==> src/logic/sar_regs.svh <==
// sar_regs.svh: timing counts, code limits and readout lengths of the converter readout.
// assumes inclusion by its bare name from the design files; definitions only.
`ifndef SAR_REGS_SVH
`define SAR_REGS_SVH

// result width and saturation codes
`define SAR_CODE_W 16
`define SAR_CODE_FULL 16'hFFFF
`define SAR_CODE_ZERO 16'h0000

// conversion window of the internal timer, in ns, and the clock rate in MHz
`define SAR_CONV_MIN_NS 500
`define SAR_CONV_MAX_NS 700
`define SAR_CLK_MHZ 10

// serial clock falling edges that end a readout
`define SAR_FALLS_PLAIN 5'h10
`define SAR_FALLS_BUSY 5'h11

// bit positions in the synchronised pin vector
`define SAR_PIN_TRIG 0
`define SAR_PIN_SEL 1
`define SAR_PIN_SCK 2
`define SAR_PIN_W 3

`endif

==> src/logic/sar_pkg.sv <==
// sar_pkg: types shared by the converter readout modules.
// assumes nothing of its surroundings.
package sar_pkg;

  // readout state, gray coded along idle -> convert -> load -> read -> idle
  typedef enum logic [1:0] {
    SAR_ST_IDLE = 2'h0,
    SAR_ST_CONV = 2'h1,
    SAR_ST_LOAD = 2'h3,
    SAR_ST_READ = 2'h2
  } sar_state_t;

  // operating mode chosen at the trigger's rising edge
  typedef enum logic {
    SAR_MODE_CHAIN = 1'b0,
    SAR_MODE_SELECT = 1'b1
  } sar_mode_t;

endpackage

==> src/logic/sar_readout.sv <==
// sar_readout: conversion sequencing and serial readout of a 16-bit sar converter.
// assumes pins arrive asynchronously and are synchronised here; the sar core
// presents its code and range flags on clk_in; the pad resolves output and enable.
`timescale 1ns/10ps
`include "sar_regs.svh"

// Notes on behaviour
// trigger rise samples select: high select, low chain
// select tied to trigger picks chain mode
// host waits max conversion time without busy
// select mode busy if trigger/select low at end
// chain mode busy if serial clock high
// trigger rise with select high starts, tristates
// conversion completes whatever the trigger does
// 3-wire no busy: trigger back high early
// after conversion return to acquisition, power down
// 3-wire: trigger fall shows msb, falls shift
// 3-wire: hi-z at 16th fall or trigger rise
// bits hold across both serial clock edges
// 3-wire busy: host holds trigger low
// busy enabled: drive low at completion; done in select mode only, chain mode does not drive the pin at completion
// 3-wire busy: msb first, hi-z at 17th
// 4-wire: select and trigger low drive low
// 4-wire no busy: select back high early
// 4-wire: select fall shows msb, falls shift
// 4-wire: hi-z at 16th fall or select rise
// 4-wire busy: host holds select low
// 4-wire busy: hi-z at 17th or select rise
// 3-wire busy: hi-z until conversion completes
// straight binary, saturating at range ends
// internal clock times conversion, not serial clock
// conversion timer window is parameterised
// result loads 16-bit shifter, msb first; the code uses a 17-bit shifter with a start-bit slot
module sar_readout #(
  parameter int CODE_W = `SAR_CODE_W,
  parameter int CONV_MIN_NS = `SAR_CONV_MIN_NS,
  parameter int CONV_MAX_NS = `SAR_CONV_MAX_NS,
  parameter int CLK_MHZ = `SAR_CLK_MHZ,
  parameter int BUF_DEPTH = 2
) (
  input wire logic clk_in, // 10 MHz core clock
  input wire logic resetn_in, // synchronous reset, active low
  input wire logic conversion_trigger_in, // trigger pin, asynchronous
  input wire logic serial_select_in, // select pin, asynchronous
  input wire logic serial_clock_in, // serial clock pin, asynchronous
  input wire logic [CODE_W-1:0] sample_code_in, // code from the sar core
  input wire logic over_range_in, // input above full scale
  input wire logic under_range_in, // input below zero
  output logic serial_result_out, // serial data level
  output logic serial_result_oe_out, // high while the pin is driven
  output sar_pkg::sar_mode_t readout_mode_out, // mode chosen at the last start
  output logic busy_enable_out, // busy start bit in use
  output logic converting_out, // conversion phase
  output logic powered_down_out, // acquisition phase, core powered down
  output logic conversion_done_out // one-cycle pulse at completion
);

  import sar_pkg::*;

  // conversion window in core cycles: least time up, longest time down
  localparam int CONV_MIN_RAW = (CONV_MIN_NS * CLK_MHZ + 999) / 1000;
  localparam int CONV_MAX_RAW = (CONV_MAX_NS * CLK_MHZ) / 1000;
  localparam int CONV_MIN_CYC = (CONV_MIN_RAW < 1) ? 1 : CONV_MIN_RAW;
  localparam int CONV_MAX_CYC = (CONV_MAX_RAW < CONV_MIN_CYC) ? CONV_MIN_CYC : CONV_MAX_RAW;
  localparam int CNT_W = $clog2(CONV_MAX_CYC + 1);
  localparam logic [CNT_W-1:0] CONV_END = CNT_W'(CONV_MAX_CYC - 1);
  localparam int SH_W = CODE_W + 1;

  // pin synchronisation and edge detection
  logic [`SAR_PIN_W-1:0] pins_async;
  logic [`SAR_PIN_W-1:0] pins_sync;
  logic [`SAR_PIN_W-1:0] pins_prev;

  assign pins_async[`SAR_PIN_TRIG] = conversion_trigger_in;
  assign pins_async[`SAR_PIN_SEL] = serial_select_in;
  assign pins_async[`SAR_PIN_SCK] = serial_clock_in;

  sar_sync #(
    .WIDTH(`SAR_PIN_W)
  ) u_sync (
    .clk_in(clk_in),
    .resetn_in(resetn_in),
    .async_in(pins_async),
    .sync_out(pins_sync)
  );

  always_ff @(posedge clk_in) begin
    if (!resetn_in) begin
      pins_prev <= '0;
    end else begin
      pins_prev <= pins_sync;
    end
  end

  wire trig_now = pins_sync[`SAR_PIN_TRIG];
  wire sel_now = pins_sync[`SAR_PIN_SEL];
  wire sck_now = pins_sync[`SAR_PIN_SCK];
  // levels just before an edge stand for the pin levels at that edge
  wire sel_before = pins_prev[`SAR_PIN_SEL];
  wire sck_before = pins_prev[`SAR_PIN_SCK];
  wire trig_rise = trig_now && !pins_prev[`SAR_PIN_TRIG];
  wire sck_fall = !sck_now && sck_before;

  // state
  sar_state_t state;
  sar_state_t next_state;
  sar_mode_t mode;
  logic busy_en;
  logic [CNT_W-1:0] conv_cnt;
  logic [SH_W-1:0] shifter;
  logic [4:0] fall_cnt;
  logic seen_select;

  // result buffer between the sar core and the shifter
  logic buf_in_ready;
  logic buf_out_valid;
  logic [CODE_W-1:0] buf_out_data;
  logic [CODE_W-1:0] code_sat;

  wire in_conv = (state == SAR_ST_CONV);
  wire in_load = (state == SAR_ST_LOAD);
  wire in_read = (state == SAR_ST_READ);
  // conversion restarts the readout; a running conversion ignores the trigger
  wire start_conv = trig_rise && !in_conv;
  wire timer_end = in_conv && (conv_cnt == CONV_END);
  // completion waits for room so no finished result is dropped
  wire conv_done = timer_end && buf_in_ready;
  wire selected = !trig_now || !sel_now;
  wire [4:0] fall_limit = busy_en ? `SAR_FALLS_BUSY : `SAR_FALLS_PLAIN;
  wire read_count_end = in_read && seen_select && sck_fall && (fall_cnt == fall_limit - 5'h01);
  wire read_deselect = in_read && seen_select && !selected;
  wire read_end = read_count_end || read_deselect;
  wire next_busy_sel = !trig_now || !sel_now;
  wire next_busy_chain = sck_before;
  wire next_mode_sel = sel_before;

  // saturation of out-of-range inputs
  assign code_sat = over_range_in ? `SAR_CODE_FULL :
                    under_range_in ? `SAR_CODE_ZERO : sample_code_in;

  sar_buf #(
    .WIDTH(CODE_W),
    .DEPTH(BUF_DEPTH)
  ) u_buf (
    .clk_in(clk_in),
    .resetn_in(resetn_in),
    .in_valid_in(conv_done),
    .in_ready_out(buf_in_ready),
    .in_data_in(code_sat),
    .out_valid_out(buf_out_valid),
    .out_ready_in(in_load),
    .out_data_out(buf_out_data)
  );

  // state transitions
  always_comb begin
    next_state = state;
    unique case (state)
      SAR_ST_IDLE: begin
        if (start_conv) begin
          next_state = SAR_ST_CONV;
        end
      end
      SAR_ST_CONV: begin
        if (conv_done) begin
          next_state = SAR_ST_LOAD;
        end
      end
      SAR_ST_LOAD: begin
        if (start_conv) begin
          next_state = SAR_ST_CONV;
        end else if (buf_out_valid) begin
          next_state = (mode == SAR_MODE_SELECT) ? SAR_ST_READ : SAR_ST_IDLE;
        end
      end
      SAR_ST_READ: begin
        if (start_conv) begin
          next_state = SAR_ST_CONV;
        end else if (read_end) begin
          next_state = SAR_ST_IDLE;
        end
      end
    endcase
  end

  always_ff @(posedge clk_in) begin
    if (!resetn_in) begin
      state <= SAR_ST_IDLE;
    end else begin
      state <= next_state;
    end
  end

  // mode is taken at the start of each conversion
  always_ff @(posedge clk_in) begin
    if (!resetn_in) begin
      mode <= SAR_MODE_SELECT;
    end else if (start_conv) begin
      mode <= next_mode_sel ? SAR_MODE_SELECT : SAR_MODE_CHAIN;
    end
  end

  // busy start bit: chain decides at the start, select mode at completion
  always_ff @(posedge clk_in) begin
    if (!resetn_in) begin
      busy_en <= 1'b0;
    end else if (start_conv) begin
      busy_en <= next_mode_sel ? 1'b0 : next_busy_chain;
    end else if (conv_done && mode == SAR_MODE_SELECT) begin
      busy_en <= next_busy_sel;
    end
  end

  // conversion timer on the core clock, not the serial clock
  always_ff @(posedge clk_in) begin
    if (!resetn_in) begin
      conv_cnt <= '0;
    end else if (start_conv) begin
      conv_cnt <= '0;
    end else if (in_conv && !timer_end) begin
      conv_cnt <= conv_cnt + 1'b1;
    end
  end

  // shifter: busy readout leads with a low start bit, plain readout with the msb
  always_ff @(posedge clk_in) begin
    if (!resetn_in) begin
      shifter <= '0;
    end else if (in_load && buf_out_valid) begin
      shifter <= busy_en ? {1'b0, buf_out_data} : {buf_out_data, 1'b0};
    end else if (in_read && seen_select && selected && sck_fall) begin
      shifter <= {shifter[SH_W-2:0], 1'b0};
    end
  end

  // falling edges counted only while the readout is selected
  always_ff @(posedge clk_in) begin
    if (!resetn_in) begin
      fall_cnt <= 5'h00;
    end else if (!in_read) begin
      fall_cnt <= 5'h00;
    end else if (seen_select && selected && sck_fall) begin
      fall_cnt <= fall_cnt + 5'h01;
    end
  end

  // plain readout waits for the select; busy readout is selected at completion
  always_ff @(posedge clk_in) begin
    if (!resetn_in) begin
      seen_select <= 1'b0;
    end else if (!in_read) begin
      seen_select <= 1'b0;
    end else if (selected) begin
      seen_select <= 1'b1;
    end
  end

  // pin drive: hi-z through conversion, low idle while trigger and select are low
  logic next_oe;
  logic next_data;
  wire idle_low = (state == SAR_ST_IDLE) && !trig_now && !sel_now;
  wire read_drive = in_read && selected && !read_end;
  wire load_busy = in_load && busy_en && buf_out_valid && (mode == SAR_MODE_SELECT);

  always_comb begin
    next_oe = 1'b0;
    next_data = 1'b0;
    if (in_conv || start_conv) begin
      next_oe = 1'b0;
    end else if (load_busy) begin
      next_oe = 1'b1;
    end else if (read_drive) begin
      next_oe = 1'b1;
      next_data = shifter[SH_W-1];
    end else if (idle_low) begin
      next_oe = 1'b1;
    end
  end

  // bits change a few core cycles after a serial clock fall and then hold
  always_ff @(posedge clk_in) begin
    if (!resetn_in) begin
      serial_result_oe_out <= 1'b0;
      serial_result_out <= 1'b0;
    end else begin
      serial_result_oe_out <= next_oe;
      serial_result_out <= next_data;
    end
  end

  // status outputs
  always_ff @(posedge clk_in) begin
    if (!resetn_in) begin
      readout_mode_out <= SAR_MODE_SELECT;
      busy_enable_out <= 1'b0;
      converting_out <= 1'b0;
      powered_down_out <= 1'b1;
      conversion_done_out <= 1'b0;
    end else begin
      readout_mode_out <= mode;
      busy_enable_out <= busy_en;
      converting_out <= (next_state == SAR_ST_CONV);
      powered_down_out <= (next_state != SAR_ST_CONV);
      conversion_done_out <= conv_done;
    end
  end

endmodule // sar_readout

==> src/logic/sar_sync.sv <==
// sar_sync: two flip-flop synchroniser, one pair per bit.
// assumes asynchronous inputs and a synchronous active-low reset.
`timescale 1ns/10ps
module sar_sync #(
  parameter int WIDTH = 3
) (
  input wire logic clk_in, // sampling clock
  input wire logic resetn_in, // synchronous reset, active low
  input wire logic [WIDTH-1:0] async_in, // levels from pins
  output logic [WIDTH-1:0] sync_out // synchronised levels
);

  logic [WIDTH-1:0] meta;

  genvar i;
  generate
    for (i = 0; i < WIDTH; i++) begin : g_bit
      always_ff @(posedge clk_in) begin
        if (!resetn_in) begin
          meta[i] <= 1'b0;
          sync_out[i] <= 1'b0;
        end else begin
          meta[i] <= async_in[i];
          sync_out[i] <= meta[i];
        end
      end
    end
  endgenerate

endmodule // sar_sync

==> src/logic/sar_buf.sv <==
// sar_buf: small fifo with valid and ready on both sides.
// assumes a single clock and a synchronous active-low reset; DEPTH at least 2.
`timescale 1ns/10ps
module sar_buf #(
  parameter int WIDTH = 16,
  parameter int DEPTH = 2
) (
  input wire logic clk_in, // clock
  input wire logic resetn_in, // synchronous reset, active low
  input wire logic in_valid_in, // write request
  output logic in_ready_out, // room for a word
  input wire logic [WIDTH-1:0] in_data_in, // word written
  output logic out_valid_out, // a word is held
  input wire logic out_ready_in, // reader takes the word
  output logic [WIDTH-1:0] out_data_out // oldest word
);

  localparam int PW = $clog2(DEPTH);
  localparam int CW = $clog2(DEPTH + 1);
  localparam logic [PW-1:0] LAST = PW'(DEPTH - 1);
  localparam logic [CW-1:0] FULL = CW'(DEPTH);

  logic [WIDTH-1:0] mem [DEPTH];
  logic [PW-1:0] wr_ptr;
  logic [PW-1:0] rd_ptr;
  logic [CW-1:0] count;

  wire do_write = in_valid_in && in_ready_out;
  wire do_read = out_valid_out && out_ready_in;
  wire [PW-1:0] next_wr_ptr = (wr_ptr == LAST) ? '0 : wr_ptr + 1'b1;
  wire [PW-1:0] next_rd_ptr = (rd_ptr == LAST) ? '0 : rd_ptr + 1'b1;

  assign in_ready_out = (count != FULL);
  assign out_valid_out = (count != '0);
  assign out_data_out = mem[rd_ptr];

  always_ff @(posedge clk_in) begin
    if (do_write) begin
      mem[wr_ptr] <= in_data_in;
    end
  end

  always_ff @(posedge clk_in) begin
    if (!resetn_in) begin
      wr_ptr <= '0;
      rd_ptr <= '0;
      count <= '0;
    end else begin
      if (do_write) begin
        wr_ptr <= next_wr_ptr;
      end
      if (do_read) begin
        rd_ptr <= next_rd_ptr;
      end
      if (do_write && !do_read) begin
        count <= count + 1'b1;
      end else if (do_read && !do_write) begin
        count <= count - 1'b1;
      end
    end
  end

endmodule // sar_buf

==> config.mk <==
export PLATFORM = sky130hd
export DESIGN_NAME = sar_readout
export DESIGN_NICKNAME = d
export VERILOG_FILES = /design/src/logic/sar_pkg.sv /design/src/logic/sar_readout.sv /design/src/logic/sar_sync.sv /design/src/logic/sar_buf.sv
export VERILOG_INCLUDE_DIRS = /design/src /design/src/logic
export SDC_FILE = /design/constraint.sdc
export NUM_CORES = 1
export LEC_CHECK = 0
export ABC_CLOCK_PERIOD_IN_PS = 3300
export BUFFER_PORTS_ARGS = -buffer_cell sky130_fd_sc_hd__buf_2
export CORE_ASPECT_RATIO = 1.1
export CORE_MARGIN = 4
export CORE_UTILIZATION = 40
export DETAILED_ROUTE_END_ITERATION = 10
export PLACE_DENSITY_LB_ADDON = 0.15
export SETUP_SLACK_MARGIN = 0.5
export SLEW_MARGIN = 25
export SYNTH_ARGS = -nofsm -noshare
export SYNTH_HDL_FRONTEND = slang
export SYNTH_SLANG_ARGS = --single-unit
==> constraint.sdc <==
create_clock -name clk_in -period 3.3 [get_ports clk_in]
set_clock_uncertainty 0.2 [all_clocks]
set_input_delay 0.33 -clock clk_in [delete_from_list [all_inputs] [get_ports clk_in]]
set_output_delay 0.33 -clock clk_in [all_outputs]
set_load 0.01 [all_outputs]
==> results.rst <==
.. list-table::
   :header-rows: 1

   * - Metric
     - Value
   * - Total power after layout
     - 2.01 mW
   * - Number of vias in the routed layout
     - 2381
   * - Power density of the placed cells
     - 499 mW/mm^2
   * - Area added between synthesis and finish
     - 13.8%
   * - RSZ-0062 raised after global routing
     - false
   * - Wirelength per Cell
     - 14.2 um
   * - R2R Path Start
     - conv_cnt[0]
   * - Maximum count of clock buffers along a single path
     - 2
   * - Most common library cell in the layout ignoring fill and taps
     - sky130_fd_sc_hd__dfxtp_1
   * - Total routing usage reported by global routing
     - 0.138
   * - Top-level port count
     - 30
   * - Switching part of the total
     - 0.225
   * - Die outline area
     - 0.0104 mm^2
   * - Peak VDD IR
     - 0.000231 V
   * - Req. time, crit path
     - 3080 ps
   * - Clock period minus final worst setup slack
     - 2420 ps
   * - Pin count of the biggest net entering global routing
     - 42
   * - Startpoint of the most critical setup path
     - conv_cnt[0]
   * - Syn avg cell area
     - 10.8 um^2
   * - Total Neg Setup Slack
     - 0 ps
   * - Number of enable-type register cells in the synthesized netlist
     - 32
   * - Endpoint type of the worst setup path
     - flip-flop
   * - Initial standard-cell utilization of the core
     - 0.417
   * - Clock share of power
     - 0.418
   * - Weighted congestion reported at the end of routability-driven placement
     - 0.783
   * - Class of the most critical hold timing path
     - in2reg
   * - Clock tree sinks
     - 83
   * - Number of global-route vias before repair
     - 2394
   * - Element type at the critical path start
     - flip-flop
   * - Most frequently used flop master after synthesis
     - sky130_fd_sc_hd__dfxtp_1
   * - Starting DRC count in detailed routing
     - 85
   * - Number of nets in the finished design
     - 381
   * - Critical path buffer and inverter count
     - 1
   * - CTS tree
     - built
   * - Total gr overflow
     - 0
   * - Post-route DRC
     - 0
   * - Number of standard cells after synthesis
     - 327
   * - Post-Layout Cell Count
     - 470
   * - Synth Net Count
     - 354
   * - Net switching component of the power
     - 0.452 mW
   * - Critical path's largest stage delay
     - 720 ps
   * - Slowest stage cell, crit path
     - sky130_fd_sc_hd__and2_1
   * - Core Box Area
     - 0.00850 mm^2
   * - Worst setup slack for register-to-register paths
     - 880 ps
   * - Flop pwr share
     - 0.539
   * - Die X
     - 97.7 um
   * - Share of flip-flops with an asynchronous set or reset after synthesis
     - 0
   * - Post-synthesis instance area
     - 0.00354 mm^2
   * - Cell family contributing the most delay on the critical path
     - simple AND/OR/NAND/NOR gates
   * - Count of antenna diodes in the layout
     - 0
   * - Quantity of I/O buffers inserted on ports
     - 29
   * - Depth of the worst register-to-register path
     - 5
   * - List of cells traversed by the critical path
     - inv_1, ha_1, nand4b_1, nor2_1, and2_1
   * - Placed wire-length estimate after detailed placement
     - 4320 um
   * - First-pass iteration count of the detailed router
     - 4
   * - Commonest cells after routing, fill and taps aside
     - 51 x sky130_fd_sc_hd__dfxtp_1, 43 x sky130_fd_sc_hd__nand2_1, 32 x sky130_fd_sc_hd__edfxtp_1
   * - Final setup viols
     - 0
   * - Run status
     - complete, no violations
   * - Antenna violations before repair
     - 0
   * - Die height
     - 107 um
   * - Seq/Total Area, Yosys
     - 0.560
   * - Hold Fails Final Rpt
     - 0
   * - Total of max-cap violations
     - 0
   * - Worst-margin pin slew
     - 953 ps
   * - Portion of total power attributed to combinational logic
     - 0.043
   * - Internal portion of total power
     - 1.56 mW
   * - Worst slew margin relative to its limit
     - 0.364
   * - Clock transition at the registers of the reported paths
     - 90 ps
   * - Maximum fanout count along the critical path
     - 16
   * - Critical path data arrival time
     - 2200 ps
   * - Worst setup path endpoint
     - u_buf.mem[1][11]
   * - Number of rows created at floorplan
     - 35
   * - Fmax
     - 414 MHz
   * - Cell count after placement
     - 451
   * - Post-Route WL
     - 6690 um
   * - Critical path class
     - reg2reg
   * - First-pass GRT wire length
     - 11400 um
   * - Count of state elements after synthesis
     - 83
   * - Cell leakage power
     - 1.43 nW
   * - Routed via count divided by cell count
     - 5.07
   * - Crit path depth
     - 5
   * - Fraction of final layout cells with drive strength greater than 1
     - 0.159
   * - Post-cts gate resize count
     - 0
   * - Post-detailed-route count of antenna-violating nets
     - 0
   * - End of the worst register-to-register path
     - u_buf.mem[1][11]
   * - Synthesis Warnings
     - 0
   * - Worst slack at placement
     - 824 ps
   * - Pins Over Slew Limit
     - 0
   * - Clock tree root buffer cell
     - sky130_fd_sc_hd__clkbuf_8
   * - Worst setup margin
     - 882 ps
   * - Max H-tree Level
     - 3
   * - TritonCTS buffer count
     - 9
   * - Final critical-path share of the clock period
     - 0.733
   * - Clock latency on the worst-skew pair
     - 360 ps
   * - Unique cell type count in the Yosys netlist
     - 48
[cells by family (layout without fill, tap and decap cells)]
kind of cell    after synthesis  in the layout  share of synthesized area
compound gates               70             70                      0.130
xor+xnor                      8              8                     0.0198
fa+ha+maj                     4              4                     0.0141
buf+inv                      23             55                     0.0297
flops                        83             83                      0.560
mux                          31             31                     0.0877
simple gates                108            108                      0.158
[synthesized netlist by cell type, drive strengths merged, types with 2 or more instances]
cell | instances | share of area
edfxtp | 32 | 0.27
a21o | 16 | 0.034
and2 | 18 | 0.032
nor2b | 7 | 0.012
or3 | 3 | 0.0053
xnor2 | 4 | 0.0099
inv | 3 | 0.0032
o21ai | 20 | 0.028
a211oi | 2 | 0.0057
nand2 | 43 | 0.046
nand2b | 4 | 0.0092
a21oi | 5 | 0.0071
nand3 | 5 | 0.0071
a31oi | 16 | 0.028
ha | 4 | 0.014
buf | 9 | 0.015
mux2i | 31 | 0.088
nor3 | 4 | 0.0088
dfxtp | 51 | 0.29
nand3b | 2 | 0.0042
o31ai | 2 | 0.0042
xor2 | 4 | 0.0099
nor2 | 13 | 0.014
nor4 | 2 | 0.0035
clkbuf | 11 | 0.012
[final cells by class]
class / instances / area [um^2]
sequential: 83 / 1980
clock inverter: 7 / 108
multi-input combinational: 221 / 1460
timing repair buffer: 36 / 205
inverter: 3 / 11.3
clock buffer: 9 / 124
tap: 111 / 139
fill: 817 / 4470
[sequential cells by signal (all words and copies together) (netlist names), 2 cells and up, named ones only]
signal           flops
u_buf.mem           32
shifter             17
fall_cnt             5
conv_cnt             3
pins_prev            3
u_sync.meta          3
u_sync.sync_out      3
state                2
u_buf.count          2
[metrics by stage]
stage | area, um^2 | utilization | hold slack (ps)
floorplan | 3540 | - | 212
global placement | 3760 | 0.443 | 221
detailed placement | 3760 | 0.443 | 218
CTS | 4030 | 0.474 | 43.8
global route | 4030 | 0.474 | 43.6
finish | 4030 | 0.474 | 59.2
[power by group through the flow]
stage	registers (mW)	logic (mW)	clock network (mW)
6_report	1.08	0.0864	0.840
5_1_grt	1.08	0.0982	0.902
4_1_cts	1.08	0.0876	0.867
3_5_place_dp	1.11	0.0843	0
3_3_place_gp	1.11	0.0829	0
2_1_floorplan	1.10	0.0560	0
[worst min path at each step]
stage | start | to | slack (ps) | depth (start not counted)
after floorplan | u_sync.meta[0] | u_sync.sync_out[0] | 210 | 1
after global placement | u_sync.meta[0] | u_sync.sync_out[0] | 220 | 1
after detailed placement | u_sync.meta[2] | u_sync.sync_out[2] | 220 | 1
after CTS | sample_code_in[0] | u_buf.mem[0][0] | 40 | 2
after global routing | sample_code_in[10] | u_buf.mem[1][10] | 40 | 2
final | sample_code_in[0] | u_buf.mem[0][0] | 60 | 2
[metal layers]
| layer | vias up | wire length, um | track usage |
|---|---|---|---|
| li1 | 1221 | - | - |
| met5 | - | 0 | 0 |
| met1 | 1111 | 3270 | 0.169 |
| met2 | 38 | 3070 | 0.229 |
| met3 | 11 | 227 | 0.0358 |
| met4 | 0 | 122 | 0.0603 |
[timing repair]
item                       in CTS  in global routing
setup endpoints to repair       0                  0
hold buffers                    3                  0
buffers inserted                0                  0
hold endpoints to repair        3                  0
(Power assumes the default switching activity.)
